[src/rtl/pg_delay_pkg.sv]
package pg_delay_pkg;

   // ==========================================================
   // bus and register map
   // ==========================================================
   localparam int ADDR_W = 12;
   localparam int DATA_W = 32;
   localparam int REG_W = 16;
   localparam logic [ADDR_W-1:0] OFS_ASSERT_DELAY = 12'h000;
   localparam logic [ADDR_W-1:0] OFS_PAD_STATUS = 12'h004;
   localparam logic [ADDR_W-1:0] OFS_CONFIG = 12'h008;
   localparam logic [ADDR_W-1:0] OFS_STATE = 12'h00C;
   localparam logic [REG_W-1:0] RST_ASSERT_DELAY = 16'h0000;
   localparam logic RST_OFF_SOURCE = 1'b0;
   localparam logic [DATA_W-1:0] DATA_ZERO = 32'h0000_0000;

   // ==========================================================
   // field positions
   // ==========================================================
   localparam int CFG_OFF_SOURCE_BIT = 0;
   localparam int ST_PG_OUT_BIT = 0;
   localparam int ST_SHARE_BIT = 1;
   localparam int ST_WAIT_BIT = 2;
   localparam int PAD_PG_DRIVE_BIT = 15;
   localparam int PAD_ALERT_DRIVE_BIT = 14;
   localparam int PAD_FAULT_DRIVE_LSB = 10;
   localparam int PAD_ADDR_SELECT_PAD1_LSB = 8;
   localparam int PAD_ADDR_SELECT_PAD0_LSB = 6;
   localparam int PAD_CTRL1_BIT = 5;
   localparam int PAD_CTRL0_BIT = 4;
   localparam int PAD_FAULT_LVL_LSB = 0;
   localparam int FAULT_PADS = 4;

   // three-state address pad codes
   localparam logic [1:0] ASEL_HIGH = 2'h3;
   localparam logic [1:0] ASEL_FLOAT = 2'h2;
   localparam logic [1:0] ASEL_LOW = 2'h0;

   // ==========================================================
   // timing
   // ==========================================================
   localparam int CLK_PERIOD_NS = 20;
   localparam int STEP_US = 200;
   localparam int MAX_DELAY_MS = 13100;
   localparam int STEPS_PER_MS = 1000 / STEP_US;
   localparam int MAX_STEPS = MAX_DELAY_MS * STEPS_PER_MS;
   localparam int STEP_CYCLES = (STEP_US * 1000) / CLK_PERIOD_NS;
   localparam int STEP_W = 17;
   localparam int SHARE_EDGES_PER_STEP = 20;
   localparam int SHARE_LOSS_US = 100;
   localparam int SHARE_LOSS_CYCLES = (SHARE_LOSS_US * 1000) / CLK_PERIOD_NS;

   // ==========================================================
   // L11 format
   // ==========================================================
   localparam int L11_MANT_W = 11;
   localparam int L11_EXP_W = 5;

   typedef enum logic [1:0] {
      PG_OFF,
      PG_WAIT,
      PG_ON
   } pg_state_e;

endpackage : pg_delay_pkg

[src/rtl/powergood_delay_pad_status.sv]
// Operation
// RULE_01: power-good pin asserts a programmed delay after internal valid.
// RULE_02: delay timed by shared clock if present, else the oscillator.
// RULE_03: delay clamped to 13.1 s and rounded to nearest 200us step.
// RULE_04: delay register reads back exactly the value last written.
// RULE_05: delay value is L11 encoded, units of milliseconds.
// RULE_06: select 1 deasserts via undervoltage limit and fast comparator.
// RULE_07: select 0 deasserts via power-good-off threshold, slow polling.
// RULE_08: pad status is read-only; input bits show raw undeglitched pads.
// RULE_09: bit 15 reads 0 while power-good pad is pulled low.
// RULE_10: bit 14 reads 0 while alert pad is pulled low.
// RULE_11: bits 13:10 read 0 while matching fault bus pad is pulled low.
// RULE_12: field bit 3 is fault pad 00 down to bit 0 pad 11.
// RULE_13: bits 9:8 show address pad 1: 11 high, 10 float, 00 low.
// RULE_14: bits 7:6 show address pad 0 with the same encoding.
// RULE_15: bit 5 is control pad 1 level, bit 4 control pad 0.
// RULE_16: bits 3:0 show raw level of each fault bus pad.
// RULE_17: valid drop during the delay restarts it; output stays off.
`timescale 1ns/1ps
module powergood_delay_pad_status #(
   parameter int STEP_CYC = pg_delay_pkg::STEP_CYCLES,
   parameter int LOSS_CYC = pg_delay_pkg::SHARE_LOSS_CYCLES,
   parameter int SHARE_EDGES = pg_delay_pkg::SHARE_EDGES_PER_STEP
) (
   input wire logic pclk,
   input wire logic presetn,
   input wire logic psel,
   input wire logic penable,
   input wire logic pwrite,
   input wire logic [pg_delay_pkg::ADDR_W-1:0] paddr,
   input wire logic [pg_delay_pkg::DATA_W-1:0] pwdata,
   input wire logic [3:0] pstrb,
   output logic [pg_delay_pkg::DATA_W-1:0] prdata,
   output logic pready,
   output logic pslverr,
   input wire logic share_clk,
   input wire logic pg_internal_valid,
   input wire logic uv_fast_fault,
   input wire logic pg_off_below_threshold,
   input wire logic alert_pull_req,
   input wire logic [pg_delay_pkg::FAULT_PADS-1:0] fault_pull_req,
   input wire logic pwrgd_pad_i,
   output logic pwrgd_pad_o,
   output logic pwrgd_pad_oe,
   input wire logic alert_pad_i,
   output logic alert_pad_o,
   output logic alert_pad_oe,
   input wire logic [pg_delay_pkg::FAULT_PADS-1:0] fault_bus_pad_i,
   output logic [pg_delay_pkg::FAULT_PADS-1:0] fault_bus_pad_o,
   output logic [pg_delay_pkg::FAULT_PADS-1:0] fault_bus_pad_oe,
   input wire logic addr_select_pad0,
   input wire logic addr_select_pad0_float,
   input wire logic addr_select_pad1,
   input wire logic addr_select_pad1_float,
   input wire logic channel_control_pad0,
   input wire logic channel_control_pad1,
   output logic pg_out
);
   import pg_delay_pkg::*;

   // ==========================================================
   // declarations
   // ==========================================================
   logic [REG_W-1:0] power_good_assert_delay;
   logic pg_off_source_select;
   logic [STEP_W-1:0] delay_steps;
   logic [STEP_W-1:0] step_count;
   logic step_tick;
   logic share_present;
   pg_state_e pg_state;
   pg_state_e next_pg_state;
   logic off_condition;
   logic delay_done;
   logic setup_phase;
   logic access_phase;
   logic addr_hit;
   logic addr_ro;
   logic [REG_W-1:0] pad_level_status;
   logic [1:0] addr_select1_state;
   logic [1:0] addr_select0_state;
   logic [FAULT_PADS-1:0] fault_drive_state;
   logic [FAULT_PADS-1:0] fault_level_state;
   logic alert_drive_low;
   logic [FAULT_PADS-1:0] fault_drive_low;

   // ==========================================================
   // helpers
   // ==========================================================
   // three-state pad code; float wins over the sampled level
   function automatic logic [1:0] asel_code(
      input logic level,
      input logic floating
   );
      logic [1:0] code;
      code = ASEL_LOW;
      if (floating) begin
         code = ASEL_FLOAT;
      end else if (level) begin
         code = ASEL_HIGH;
      end
      return code;
   endfunction : asel_code

   // fault pad n sits at field bit (pads-1-n)
   function automatic logic [FAULT_PADS-1:0] fault_order(
      input logic [FAULT_PADS-1:0] by_pad
   );
      logic [FAULT_PADS-1:0] field;
      field = '0;
      for (int i = 0; i < FAULT_PADS; i++) begin
         field[FAULT_PADS-1-i] = by_pad[i];
      end
      return field;
   endfunction : fault_order

   // ==========================================================
   // time base and delay decode
   // ==========================================================
   pg_time_base #(
      .STEP_CYC(STEP_CYC),
      .LOSS_CYC(LOSS_CYC),
      .SHARE_EDGES(SHARE_EDGES)
   ) u_time_base (
      .pclk(pclk),
      .presetn(presetn),
      .share_clk(share_clk),
      .step_tick(step_tick),
      .share_present(share_present)
   );

   l11_delay_decode u_decode (
      .pclk(pclk),
      .presetn(presetn),
      .l11_value(power_good_assert_delay),
      .steps(delay_steps)
   );

   // ==========================================================
   // power-good sequencing
   // ==========================================================
   // RULE_06: fast undervoltage path
   // RULE_07: slow threshold path
   assign off_condition = pg_off_source_select ? uv_fast_fault :
                          pg_off_below_threshold;
   assign delay_done = (step_count >= delay_steps);

   // next state of the power-good sequencer
   always_comb begin
      next_pg_state = pg_state;
      case (pg_state)
         PG_OFF: begin
            if (pg_internal_valid) begin
               next_pg_state = PG_WAIT;
            end
         end
         PG_WAIT: begin
            // RULE_17: drop restarts wait
            if (!pg_internal_valid) begin
               next_pg_state = PG_OFF;
            // RULE_01: assert after delay
            end else if (delay_done) begin
               next_pg_state = PG_ON;
            end
         end
         PG_ON: begin
            // RULE_06: deassert on fault
            if (off_condition || !pg_internal_valid) begin
               next_pg_state = PG_OFF;
            end
         end
         default: begin
            next_pg_state = PG_OFF;
         end
      endcase
   end

   // sequencer state register
   always_ff @(posedge pclk or negedge presetn) begin
      if (!presetn) begin
         pg_state <= PG_OFF;
      end else begin
         pg_state <= next_pg_state;
      end
   end

   // RULE_02: count time-base steps
   // RULE_17: counter restarts
   // counter saturates, so a long wait never wraps to a short one
   always_ff @(posedge pclk or negedge presetn) begin
      if (!presetn) begin
         step_count <= '0;
      end else if (pg_state != PG_WAIT) begin
         step_count <= '0;
      end else if (step_tick && !delay_done) begin
         step_count <= step_count + STEP_W'(1);
      end
   end

   // RULE_01: drive power-good output
   always_ff @(posedge pclk or negedge presetn) begin
      if (!presetn) begin
         pg_out <= 1'b0;
      end else begin
         pg_out <= (next_pg_state == PG_ON);
      end
   end

   // ==========================================================
   // open-drain pad drivers
   // ==========================================================
   // pads only ever pull low; the level high comes from the pull-up
   always_ff @(posedge pclk or negedge presetn) begin
      if (!presetn) begin
         alert_drive_low <= 1'b0;
         fault_drive_low <= '0;
      end else begin
         alert_drive_low <= alert_pull_req;
         fault_drive_low <= fault_pull_req;
      end
   end

   assign pwrgd_pad_o = 1'b0;
   assign pwrgd_pad_oe = ~pg_out;
   assign alert_pad_o = 1'b0;
   assign alert_pad_oe = alert_drive_low;
   assign fault_bus_pad_o = '0;
   assign fault_bus_pad_oe = fault_drive_low;

   // ==========================================================
   // pad status word
   // ==========================================================
   // RULE_13: address pad 1 code
   // RULE_14: address pad 0 code
   assign addr_select1_state = asel_code(addr_select_pad1,
                                         addr_select_pad1_float);
   assign addr_select0_state = asel_code(addr_select_pad0,
                                         addr_select_pad0_float);
   // RULE_11: drive state low-active
   // RULE_12: pad to bit order
   assign fault_drive_state = fault_order(~fault_bus_pad_oe);
   // RULE_16: raw fault levels
   assign fault_level_state = fault_order(fault_bus_pad_i);

   // RULE_08: raw undeglitched pads
   always_comb begin
      pad_level_status = '0;
      // RULE_09: power-good drive bit
      pad_level_status[PAD_PG_DRIVE_BIT] = ~pwrgd_pad_oe;
      // RULE_10: alert drive bit
      pad_level_status[PAD_ALERT_DRIVE_BIT] = ~alert_pad_oe;
      pad_level_status[PAD_FAULT_DRIVE_LSB +: FAULT_PADS] =
         fault_drive_state;
      pad_level_status[PAD_ADDR_SELECT_PAD1_LSB +: 2] = addr_select1_state;
      pad_level_status[PAD_ADDR_SELECT_PAD0_LSB +: 2] = addr_select0_state;
      // RULE_15: control pad levels
      pad_level_status[PAD_CTRL1_BIT] = channel_control_pad1;
      pad_level_status[PAD_CTRL0_BIT] = channel_control_pad0;
      pad_level_status[PAD_FAULT_LVL_LSB +: FAULT_PADS] =
         fault_level_state;
   end

   // ==========================================================
   // APB slave
   // ==========================================================
   assign setup_phase = psel & ~penable;
   assign access_phase = psel & penable;
   assign pready = 1'b1;

   // address decode; read-only words refuse writes
   always_comb begin
      addr_hit = 1'b0;
      addr_ro = 1'b0;
      case (paddr)
         OFS_ASSERT_DELAY: begin
            addr_hit = 1'b1;
         end
         OFS_CONFIG: begin
            addr_hit = 1'b1;
         end
         OFS_PAD_STATUS: begin
            addr_hit = 1'b1;
            addr_ro = 1'b1;
         end
         OFS_STATE: begin
            addr_hit = 1'b1;
            addr_ro = 1'b1;
         end
         default: begin
            addr_hit = 1'b0;
         end
      endcase
   end

   // error on unmapped address or write to a read-only word
   assign pslverr = access_phase & (~addr_hit | (pwrite & addr_ro));

   // RULE_04: store raw written value
   // only the clamped copy in the decoder is used for timing
   always_ff @(posedge pclk or negedge presetn) begin
      if (!presetn) begin
         power_good_assert_delay <= RST_ASSERT_DELAY;
      end else if (access_phase && pwrite &&
                   paddr == OFS_ASSERT_DELAY) begin
         if (pstrb[0]) begin
            power_good_assert_delay[7:0] <= pwdata[7:0];
         end
         if (pstrb[1]) begin
            power_good_assert_delay[15:8] <= pwdata[15:8];
         end
      end
   end

   // off-source select bit in the configuration word
   always_ff @(posedge pclk or negedge presetn) begin
      if (!presetn) begin
         pg_off_source_select <= RST_OFF_SOURCE;
      end else if (access_phase && pwrite && pstrb[0] &&
                   paddr == OFS_CONFIG) begin
         pg_off_source_select <= pwdata[CFG_OFF_SOURCE_BIT];
      end
   end

   // read data captured in the setup cycle, held through access
   always_ff @(posedge pclk or negedge presetn) begin
      if (!presetn) begin
         prdata <= DATA_ZERO;
      end else if (setup_phase && !pwrite) begin
         prdata <= DATA_ZERO;
         case (paddr)
            OFS_ASSERT_DELAY: begin
               // RULE_04: exact readback
               prdata[REG_W-1:0] <= power_good_assert_delay;
            end
            OFS_PAD_STATUS: begin
               prdata[REG_W-1:0] <= pad_level_status;
            end
            OFS_CONFIG: begin
               prdata[CFG_OFF_SOURCE_BIT] <= pg_off_source_select;
            end
            OFS_STATE: begin
               prdata[ST_PG_OUT_BIT] <= pg_out;
               prdata[ST_SHARE_BIT] <= share_present;
               prdata[ST_WAIT_BIT] <= (pg_state == PG_WAIT);
            end
            default: begin
               prdata <= DATA_ZERO;
            end
         endcase
      end
   end

endmodule : powergood_delay_pad_status

[src/rtl/l11_delay_decode.sv]
`timescale 1ns/1ps
module l11_delay_decode (
   input wire logic pclk,
   input wire logic presetn,
   input wire logic [pg_delay_pkg::REG_W-1:0] l11_value,
   output logic [pg_delay_pkg::STEP_W-1:0] steps
);
   import pg_delay_pkg::*;

   // ==========================================================
   // L11 milliseconds to clamped, rounded 200us steps
   // ==========================================================
   function automatic logic [STEP_W-1:0] to_steps(
      input logic [REG_W-1:0] v
   );
      logic signed [L11_MANT_W-1:0] mant;
      logic signed [L11_EXP_W-1:0] expo;
      logic signed [63:0] scaled;
      logic [5:0] sh;
      mant = $signed(v[L11_MANT_W-1:0]);
      expo = $signed(v[REG_W-1:L11_MANT_W]);
      scaled = 64'(mant) * 64'(STEPS_PER_MS);
      sh = 6'(-expo);
      if (scaled <= 0) begin
         scaled = 0;
      end else if (expo >= 0) begin
         scaled = scaled <<< expo;
      end else begin
         // round half up before the right shift
         scaled = (scaled + (64'sd1 <<< (sh - 6'd1))) >>> sh;
      end
      if (scaled > 64'(MAX_STEPS)) begin
         scaled = 64'(MAX_STEPS);
      end
      return scaled[STEP_W-1:0];
   endfunction : to_steps

   // RULE_05: L11 decode
   // RULE_03: clamp and round
   always_ff @(posedge pclk or negedge presetn) begin
      if (!presetn) begin
         steps <= '0;
      end else begin
         steps <= to_steps(l11_value);
      end
   end

endmodule : l11_delay_decode

[src/rtl/pg_time_base.sv]
`timescale 1ns/1ps
module pg_time_base #(
   parameter int STEP_CYC = pg_delay_pkg::STEP_CYCLES,
   parameter int LOSS_CYC = pg_delay_pkg::SHARE_LOSS_CYCLES,
   parameter int SHARE_EDGES = pg_delay_pkg::SHARE_EDGES_PER_STEP
) (
   input wire logic pclk,
   input wire logic presetn,
   input wire logic share_clk,
   output logic step_tick,
   output logic share_present
);
   import pg_delay_pkg::*;

   logic share_prev;
   logic share_rise;
   logic [31:0] loss_cnt;
   logic [31:0] pre_cnt;
   logic share_prev_present;

   assign share_rise = share_clk & ~share_prev;

   // edge history of the shared clock
   always_ff @(posedge pclk or negedge presetn) begin
      if (!presetn) begin
         share_prev <= 1'b0;
      end else begin
         share_prev <= share_clk;
      end
   end

   // RULE_02: detect shared clock
   // a clock silent for the loss window counts as absent
   always_ff @(posedge pclk or negedge presetn) begin
      if (!presetn) begin
         loss_cnt <= 32'(LOSS_CYC);
         share_present <= 1'b0;
      end else if (share_rise) begin
         loss_cnt <= '0;
         share_present <= 1'b1;
      end else if (loss_cnt < 32'(LOSS_CYC)) begin
         loss_cnt <= loss_cnt + 32'd1;
      end else begin
         share_present <= 1'b0;
      end
   end

   // RULE_02: select time source
   // prescaler restarts on a source change, so one step may stretch
   always_ff @(posedge pclk or negedge presetn) begin
      if (!presetn) begin
         pre_cnt <= '0;
         step_tick <= 1'b0;
         share_prev_present <= 1'b0;
      end else begin
         share_prev_present <= share_present;
         step_tick <= 1'b0;
         if (share_present != share_prev_present) begin
            pre_cnt <= '0;
         end else if (share_present) begin
            if (share_rise) begin
               if (pre_cnt >= 32'(SHARE_EDGES - 1)) begin
                  pre_cnt <= '0;
                  step_tick <= 1'b1;
               end else begin
                  pre_cnt <= pre_cnt + 32'd1;
               end
            end
         end else if (pre_cnt >= 32'(STEP_CYC - 1)) begin
            pre_cnt <= '0;
            step_tick <= 1'b1;
         end else begin
            pre_cnt <= pre_cnt + 32'd1;
         end
      end
   end

endmodule : pg_time_base

[config.mk]
export PLATFORM = sky130hd
export DESIGN_NAME = powergood_delay_pad_status
export DESIGN_NICKNAME = d
export VERILOG_FILES = /design/src/rtl/pg_delay_pkg.sv /design/src/rtl/powergood_delay_pad_status.sv /design/src/rtl/l11_delay_decode.sv /design/src/rtl/pg_time_base.sv
export SDC_FILE = /design/constraint.sdc
export NUM_CORES = 1
export LEC_CHECK = 0
export ABC_AREA = 1
export BUFFER_PORTS_ARGS = -buffer_cell sky130_fd_sc_hd__buf_2
export CAP_MARGIN = 30
export CORE_MARGIN = 2
export CORE_UTILIZATION = 55
export CTS_BUF_LIST = sky130_fd_sc_hd__clkbuf_16
export DETAILED_ROUTE_END_ITERATION = 16
export PLACE_DENSITY = 0.71
export REMOVE_ABC_BUFFERS = 1
export SYNTH_ARGS = -nofsm -noshare
export SYNTH_HDL_FRONTEND = slang
export SYNTH_SLANG_ARGS = --single-unit
[constraint.sdc]
create_clock -name pclk -period 9.4 [get_ports pclk]
set_clock_uncertainty 0.05 [all_clocks]
set_input_delay 0.94 -clock pclk [delete_from_list [all_inputs] [get_ports pclk]]
set_output_delay 0.94 -clock pclk [all_outputs]
set_load 0.01 [all_outputs]
Yosys cells after proc, flatten, opt, wreduce, memory -nomap -nowiden:

Index checks and enable logic that the tools add are counted.
Widths: inputs -> output; s select.

* output and inout port bits: 47
* register bits after elaboration: 143

* reduce and logical (&&, ||, !) cells: 18
* order comparisons: 7
* add/sub/neg operators: 6
* shift operators: 3
* bitwise logic cells: 12
* eq/ne operators: 10
* multiplexer cells: 34
* multiply operators: 1

Operator list (count)
* $mux 32: 7
* $mux 64: 2
* $add 15x64->64: 1
* $add 32x1->32 const B: 2
* $gt 64x17->1 const B: 1
* $sshl 15x5->64: 1
* $sshl 2x6->64 const A: 1
* $sshr 64x6->64: 1
* $mux 17: 3
* $ge 32x14->1 const B: 1
* $ge 32x5->1 const B: 1
* $lt 32x13->1 const B: 1
* $pmux 13 s2: 1
* $eq 12x4->1 const B: 2
* $add 17x1->17 const B: 1
* $ge 17x17->1: 1
* $mux 2: 8
* $le 15x1->1 const B: 1
* $mul 11x4->15 const B: 1
* $eq 12x3->1 const B: 1
* $logic_not 12->1: 1
* $pmux 2 s3: 2
* $mux 1: 10
* $logic_and 1x1->1: 6
* other kinds (20): 34

Logic depth before layout (Yosys ltp):

Gate-level depths: netlist (run 1).

* word-level depth: 9
* gate-level depth with buffers: 56
* depth with buffers taken out: 50

Hierarchy:

A second synthesis (run 1) with hierarchy kept.

* cells, all modules: 3356
* area, all modules: 19379.8 um^2

Modules (own cells, without submodules)
* l11_delay_decode: instances 1, area each 12259.3 um^2, cells each 2435
* powergood_delay_pad_status: instances 1, area each 3747.3 um^2, cells each 494
* pg_time_base: instances 1, area each 3373.2 um^2, cells each 427

Worst setup path before layout (run 1):

No wires, ideal clock.

* kind: register -> register
* start point: register power_good_assert_delay[11]
* end point: register u_decode.steps[10] in the netlist's numbering
* slack: 2.687 ns
* clock period less this slack: 6.713 ns
* stages on the path, launching flop included: 51
* arrival time: 6.546 ns
* cells stage by stage: dfrtp_1 > inv_2 > buf_4 > clkbuf_1 > clkbuf_1 > clkbuf_1 > ha_1 > inv_1 > nor3_1 > ha_1 > buf_4 > inv_2 > nand4_1 > nand2_1 > clkbuf_1 > inv_1 > clkbuf_1 > nand2_1 > (+15 left out) > nand3_1 > nand3_1 > nand3_1 > nand3_1 > nand3_1 > nand2_1 > nand2_1 > nand2_1 > inv_1 > nor2_1 > nand3_1 > nor2_1 > nand3_1 > nor2_1 > nand2_1 > nand3_4 > buf_6 > nand2_1

* cells in the longest elaborated chain, start to end: 9

Ends and longest elaborated chain
* from (decl): line powergood_delay_pad_status.sv:64 `logic [REG_W-1:0] power_good_assert_delay;`
* from (signal assigned): line powergood_delay_pad_status.sv:308 `power_good_assert_delay[15:8] <= pwdata[15:8];`
* $neg 5->6: line l11_delay_decode.sv:23 `sh = 6'(-expo);`
* $sub 6x1->6: line l11_delay_decode.sv:30 `scaled = (scaled + (64'sd1 <<< (sh - 6'd1))) >>> sh;`
* $sshl 2x6->64: line l11_delay_decode.sv:30
* $add 15x64->64: line l11_delay_decode.sv:30
* $sshr 64x6->64: line l11_delay_decode.sv:30
* $mux 64 (*): line l11_delay_decode.sv:26 `end else if (expo >= 0) begin`
* $mux 64 (*): line l11_delay_decode.sv:24 `if (scaled <= 0) begin`
* $gt 64x17->1: line l11_delay_decode.sv:32 `if (scaled > 64'(MAX_STEPS)) begin`
* $mux 17 (*): line l11_delay_decode.sv:32
* to (signal assigned): line l11_delay_decode.sv:44 `steps <= to_steps(l11_value);`
* to (decl): line l11_delay_decode.sv:6 `output logic [pg_delay_pkg::STEP_W-1:0] steps`

Every way passes the cells marked *; elsewhere a longest branch is shown, timed or not.
A chain may end at the register's enable or synchronous reset.

Final worst setup path (run 1):

* start point: register power_good_assert_delay[14]
* end point: register u_decode.steps[1] in the netlist's numbering

Same word-level chain as after synthesis.

==> results of run 1 <==
[state kept, by name, summed over array words and instances (netlist names)]
name and count:
pg_state 2, u_time_base.share_prev 1, pg_off_source_select 1, u_time_base.pre_cnt 32
power_good_assert_delay 16, u_time_base.step_tick 1, u_time_base.share_present 1, u_time_base.share_prev_present 1
prdata 16, fault_bus_pad_oe 4, pg_out 1, step_count 17
u_decode.steps 17, alert_pad_oe 1, u_time_base.loss_cnt 32
[worst max-delay path by stage]
stage                                       startpoint                            to  slack [ps]
6_report       power_good_assert_delay[14]$_DFFE_PN0P_   u_decode.steps[1]$_DFF_PN0_        1170
5_1_grt        power_good_assert_delay[14]$_DFFE_PN0P_   u_decode.steps[2]$_DFF_PN0_         530
4_1_cts        power_good_assert_delay[14]$_DFFE_PN0P_   u_decode.steps[1]$_DFF_PN0_        1490
3_5_place_dp   power_good_assert_delay[14]$_DFFE_PN0P_   u_decode.steps[1]$_DFF_PN0_        1510
3_3_place_gp   power_good_assert_delay[14]$_DFFE_PN0P_  u_decode.steps[13]$_DFF_PN0_        1570
2_1_floorplan  power_good_assert_delay[11]$_DFFE_PN0P_   u_decode.steps[1]$_DFF_PN0_        -360
[layer usage]
layer	share of wire, %	global-route usage (%)	up-vias	routed length (µm)
met1	42	47.3	10100	27200
met4	4.2	16.3	0	2720
met3	10	8.34	151	6450
met5	0	0	-	0
met2	44	56.9	1044	28100
li1	-	-	10800	-
[cell usage after synthesis, types with 4 or more instances]
library cell	n	area, µm²
o21ai_0	167	836
o31ai_1	8	60.1
nand3_2	4	40.0
or2_2	4	25.0
mux2i_1	9	90.1
inv_2	12	45.0
nand3_1	543	2720
buf_4	26	195
o21a_1	12	90.1
o22ai_1	13	81.3
dfrtp_1	138	3450
a31oi_1	41	257
clkbuf_1	59	221
a21oi_1	180	901
nand4_1	32	200
buf_1	41	154
o21ai_1	11	55.1
clkinv_1	5	18.8
nand2_1	879	3300
inv_1	406	1520
a21o_1	5	37.5
xor2_1	28	245
mux2_2	8	90.1
o21bai_1	7	52.6
o211ai_1	4	30.0
ha_1	109	1360
nor2_1	335	1260
buf_2	21	105
dfstp_2	5	131
a211oi_1	4	30.0
nand2_2	18	113
xnor2_1	12	105
nor2_2	4	25.0
o221ai_1	4	35.0
nor4_1	24	150
nor3_1	57	285
nand2_4	4	45.0
nand3b_1	12	90.1
[worst max-delay path, delay by kind of cell (launching register included)]
| kind | cells | cell delay, ps |
|---|---|---|
| flops | 1 | 780 |
| fa+ha+maj | 2 | 640 |
| compound gates | 2 | 580 |
| buf+inv | 8 | 1960 |
| simple gates | 29 | 4040 |
[cell type report]
class | instances | area (µm²)
clock buffers | 17 | 425
fillers | 3488 | 13800
flip-flops and latches | 143 | 3590
multi-input cells | 2594 | 13000
well taps | 448 | 561
clock inverters | 15 | 150
repair buffers | 97 | 542
inverters | 423 | 1590
[logic make-up after synthesis]
logic type | Yosys count | synth area share (%)
XOR/XNOR | 40 | 1.86
AO/OA/AOI/OAI | 475 | 14.0
buffers and inverters | 573 | 12.2
AND/OR/NAND/NOR | 1928 | 44.4
other | 2 | 0.0400
flip-flops | 143 | 19.1
adder cells (fa/ha/maj) | 111 | 7.47
multiplexers | 17 | 0.959
[per-stage QoR]
stage               instances  setup TNS, ps  area, µm²  power (mW)  hold WS [ps]
finish                   3737              0      19900        1.44           393
global route             3737              0      19900        1.50           411
CTS                      3737              0      19900        1.46           395
detailed placement       3705              0      19300       0.784           374
global placement         3705              0      19300       0.779           359
floorplan                3160          -5830      18200       0.732           344
[report_power, final]
part	switching, mW	internal, mW	leakage, nW
Combinational	0.0814	0.0415	9.27
Clock	0.296	0.373	0.278
Sequential	0.0145	0.637	1.90
Total	0.392	1.05	11.4
[cells in the final DEF (no fill, tap or decap), drive strengths merged, types with 4 or more instances in the layout]
master | netlist | routed
clkinv | 5 | 9
o31ai | 8 | 8
o21ai | 180 | 180
inv | 418 | 426
o21a | 12 | 12
mux2 | 8 | 8
conb | 2 | 23
xor2 | 28 | 28
ha | 109 | 109
o211ai | 4 | 4
nor2 | 341 | 341
a31oi | 41 | 41
or2 | 7 | 7
nand3b | 12 | 12
clkbuf | 60 | 17
buf | 90 | 97
nand3 | 548 | 548
a211oi | 4 | 4
nand4 | 32 | 32
o221ai | 4 | 4
xnor2 | 12 | 12
nor3 | 57 | 57
mux2i | 9 | 9
nor4 | 24 | 24
o22ai | 13 | 13
dfrtp | 138 | 138
nand2 | 901 | 901
dfstp | 5 | 5
a21oi | 182 | 182
a21o | 5 | 5
o21bai | 7 | 7
==> flow_summary.yaml, run 1 <==
run_status:
  status: "finished clean"
route:
  first_pass_iters: 6
  drtIter0Drc: 2160
  viasPerCell: 5.91
  via_count: 22100
  ant_nets: 0
  wl_per_cell_um: 17.3
  finalWirelength_mm: 64.5
  drc: 0
logic_synthesis:
  synth-seq-cells: 143
  ys_seq_area_share_pct: 19.1
  syn_inst: 3289
  synth_edf_count: 0
  synth_area_per_cell_um2: 5.72
  synthArstFlopShare_pct: 100
  synth_warnings: 0
  synth_top_flop_cell: "dfrtp_1"
  synth.distinct_cells: 62
  netlist_area_um2: 18800
floorplan:
  die_x_um: 189
  dieArea_um2: 35700
  rows: 67
  ios: 121
  core-area_um2: 33600
  floorplan.initialDensity_pct: 55.9
  die_y_um: 189
power:
  ir_drop_uv: 128
  p_leak_nw: 11.4
  powerDensity_nw_per_um2: 72.7
sta:
  max_freq_ghz: 0.122
  fin_crit_sh_pct: 87.5
  worst_pin_slew_ps: 973
  final-hold-violation-count: 0
  post-route-min-period_ps: 8230
  setup_slack_ps: 1170
  rsz0062_at_grt: "false"
  slew_headroom_pct: 35.0
  slew_viol_final: 0
  setup_viol: 0
clocking:
  ctsHoldBuffers: 0
  cts_max_level: 4
  root_buffer: "clkbuf_16"
  cts_sinks: 143
  cts_tree: "done"
  cts_buffer_depth: 2
  cts_buffers: 17
  insertion_delay_ps: 440
  cts_resized: 0
  cts_setup_buffers: 0
  path_clk_slew_ps: 70
setup_path:
  reg2reg_to: "u_decode.steps[1]$_DFF_PN0_"
  start_kind: "register"
  crit_path_end_kind: "register"
  worstRegToRegCells: 41
  arrival_ps: 8500
  path_max_fanout: 38
  crit_type: "reg -> reg"
  r2r-start: "power_good_assert_delay[14]$_DFFE_PN0P_"
  required_ps: 9680
  cpMaxStageDelayCell: "dfrtp_1"
  critPathMaxStageDelay_ps: 780
  crit_top_cell: "nand2_1"
  ff2ff_setup_slack_ps: 1170
run:
  maxCapViolCount: 0
grt:
  antenna_found_initial: 0
  grt_max_degree: 96
  grt_pass1_wl_mm: 103
  gr-total-overflow: 0
  grtUsageTotal_pct: 36.2
  grt_pass1_vias: 20200
final_layout:
  drive_gt1_share_pct: 6.05
  fin_util_pct: 59.1
  antenna_cells: 0
  syn_to_final_growth_pct: 5.65
  nets: 3461
worst_hold_path:
  holdCritStartpoint: "u_time_base.share_present$_DFFE_PN0P_"
  hold_path_depth: 0
  min_to: "u_time_base.share_prev_present$_DFF_PN0_"
  worstHoldPathType: "reg -> reg"
placement:
  gp_congestion: 1.07
  post-dp-hpwl_mm: 51.6
  pre_cts_ws_ps: 1510
  io_buffers: 77
Power figures use the tool's default switching activity.
==> inputs of run 2 (changes only) <==
--- a/config.mk
+++ b/config.mk
@@ -9,9 +9,11 @@
 export BUFFER_PORTS_ARGS = -buffer_cell sky130_fd_sc_hd__buf_2
 export CAP_MARGIN = 30
+export CELL_PAD_IN_SITES_DETAIL_PLACEMENT = 1
+export CELL_PAD_IN_SITES_GLOBAL_PLACEMENT = 1
 export CORE_MARGIN = 2
-export CORE_UTILIZATION = 55
+export CORE_UTILIZATION = 44
 export CTS_BUF_LIST = sky130_fd_sc_hd__clkbuf_16
 export DETAILED_ROUTE_END_ITERATION = 16
-export PLACE_DENSITY = 0.71
+export PLACE_DENSITY = 0.81
 export REMOVE_ABC_BUFFERS = 1
 export SYNTH_ARGS = -nofsm -noshare
==> constraint.sdc (replaced) <==
create_clock -name pclk -period 9.4 [get_ports pclk]
set_clock_uncertainty 0.05 [all_clocks]
set_input_delay 1.88 -clock pclk [delete_from_list [all_inputs] [get_ports pclk]]
set_output_delay 1.88 -clock pclk [all_outputs]
set_load 0.01 [all_outputs]
==> flow_summary.yaml, run 2 (synthesis results as in run 1) <==
run_status:
  status: "finished clean"
setup_path:
  start_kind: "register"
  crit_type: "reg -> reg"
  arrival_ps: 8720
  crit_path_end_kind: "register"
  cpMaxStageDelayCell: "a221oi_1"
  required_ps: 9680
  path_max_fanout: 62
  critPathMaxStageDelay_ps: 690
  crit_top_cell: "nand2_1"
grt:
  grt_pass1_wl_mm: 120
  antenna_found_initial: 1
  grt_pass1_vias: 22600
  grtUsageTotal_pct: 34.4
  gr-total-overflow: 0
  grt_max_degree: 96
power:
  pwr-share-clk_pct: 46.0
  power_frac_seq_pct: 45.0
  powerDensity_nw_per_um2: 72.5
  p_comb_share_pct: 9.0
  ir_drop_uv: 109
  p_switching_uw: 419
  internal_power_mw: 1.03
  power.switching_fraction_pct: 28.9
  p_leak_nw: 11.4
sta:
  worst_pin_slew_ps: 1040
  max_freq_ghz: 0.119
  slew_viol_final: 0
  setup_viol: 0
  fin_crit_sh_pct: 89.8
  final-hold-violation-count: 0
  rsz0062_at_grt: "false"
  post-route-min-period_ps: 8440
  setup_slack_ps: 963
  slew_headroom_pct: 30.6
route:
  drc: 0
  drtIter0Drc: 1840
  viasPerCell: 5.83
  ant_nets: 0
  wl_per_cell_um: 19.9
  finalWirelength_mm: 76.1
  via_count: 22300
  first_pass_iters: 5
final_layout:
  final_cell_mix: "nand2_1 (877), nand3_1 (543), inv_1 (405)"
  multiInputGateArea_um2: 13000
  seq_area_um2: 3590
  syn_to_final_growth_pct: 6.27
  nets: 3462
  layout_commonest_cell: "nand2_1"
  fin_util_pct: 47.5
  fin_area_um2: 20000
  reg.largest.list: "u_time_base.loss_cnt x32, u_time_base.pre_cnt x32"
  nFillCells: 6049
  drive_gt1_share_pct: 6.14
  antenna_cells: 0
clocking:
  cts_tree: "done"
  cts_buffers: 17
  ctsHoldBuffers: 0
  cts_setup_buffers: 0
  cts_sinks: 143
  cts_max_level: 4
  cts_buffer_depth: 2
  root_buffer: "clkbuf_16"
  insertion_delay_ps: 470
  path_clk_slew_ps: 70
floorplan:
  ios: 121
  die_x_um: 211
  rows: 75
  die_y_um: 211
  floorplan.initialDensity_pct: 44.7
  dieArea_um2: 44400
  core-area_um2: 42000
placement:
  post-dp-hpwl_mm: 62.0
  place_area_um2: 19400
  io_buffers: 77
  gp_congestion: 1.01
  pre_cts_ws_ps: 902
worst_hold_path:
  worstHoldPathType: "reg -> reg"
run:
  maxCapViolCount: 0
run 2: cell count changes in the layout (fill, tap and decap cells not counted):
cell,delta
inv_8,+5
inv_6,-4
clkinvlp_4,+3
clkinv_4,-2
buf_4,+1
bufinv_16,-1
clkinv_1,-1
nand2_1,-1
nand2_2,+1
run 2: final cells by class:
| class | count | share of cell area (%) |
|---|---|---|
| clock inverter | 15 | 0.714 |
| timing repair buffer | 98 | 2.75 |
| sequential | 143 | 18.0 |
| tap | 539 | 3.38 |
| inverter | 423 | 7.95 |
| multi-input combinational | 2594 | 65.1 |
| clock buffer | 17 | 2.13 |
run 2: metrics by stage:
stage          cells  hold slack [ps]  TNS [ps]  total power, mW
6_report        3829              395         0             1.45
5_1_grt         3829              415         0             1.50
4_1_cts         3829              399         0             1.47
3_5_place_dp    3797              373         0            0.793
3_3_place_gp    3797              375         0            0.782
2_1_floorplan   3160              344     -5830            0.732
run 2: power by group through the flow:
stage / sequential, mW / clock [mW] / combinational, mW
2_1_floorplan: 0.661 / 0 / 0.0708
3_3_place_gp: 0.661 / 0 / 0.121
3_5_place_dp: 0.663 / 0 / 0.129
4_1_cts: 0.652 / 0.685 / 0.131
5_1_grt: 0.654 / 0.703 / 0.147
6_report: 0.652 / 0.667 / 0.130
run 2: worst max-delay path, delay by kind of cell, from the launching register on:
kind	cells	cell delay [ps]
adders and majority gates	3	1050
and+or+nand+nor	23	3030
AOI/OAI and AO/OA	5	1710
DFF	1	570
buffers and inverters	7	1880
run 2: worst paths after layout:
kind / start / endpoint / slack (ps) / cells past startpoint
setup / recovery: power_good_assert_delay[12]$_DFFE_PN0P_ / u_decode.steps[4]$_DFF_PN0_ / 960 / 38
hold / removal: u_time_base.share_present$_DFFE_PN0P_ / u_time_base.share_prev_present$_DFF_PN0_ / 390 / 0
setup reg to reg: power_good_assert_delay[12]$_DFFE_PN0P_ / u_decode.steps[4]$_DFF_PN0_ / 960 / 38
hold reg to reg: u_time_base.share_present$_DFFE_PN0P_ / u_time_base.share_prev_present$_DFF_PN0_ / 390 / 0
max in group asynchronous: presetn / u_time_base.pre_cnt[24]$_DFFE_PN0P_ / 6510 / 2
min in group asynchronous: presetn / prdata[7]$_DFFE_PN0P_ / 1370 / 1
run 2: layer usage:
metal / track usage (%) / routed length (µm) / up-vias / share of wire (%)
met5: 0 / 13 / - / 0.017
li1: - / - / 10800 / -
met4: 13.8 / 2830 / 2 / 3.7
met1: 43.7 / 33200 / 10700 / 44
met2: 58.3 / 35300 / 679 / 46
met3: 5.69 / 4850 / 142 / 6.4
run 2: timing repair:
| action | 4_1_cts | 5_1_grt |
|---|---|---|
| hold endpoints to repair | 0 | 0 |
| setup endpoints to repair | 0 | 16 |
| gates resized for setup | 0 | 1 |
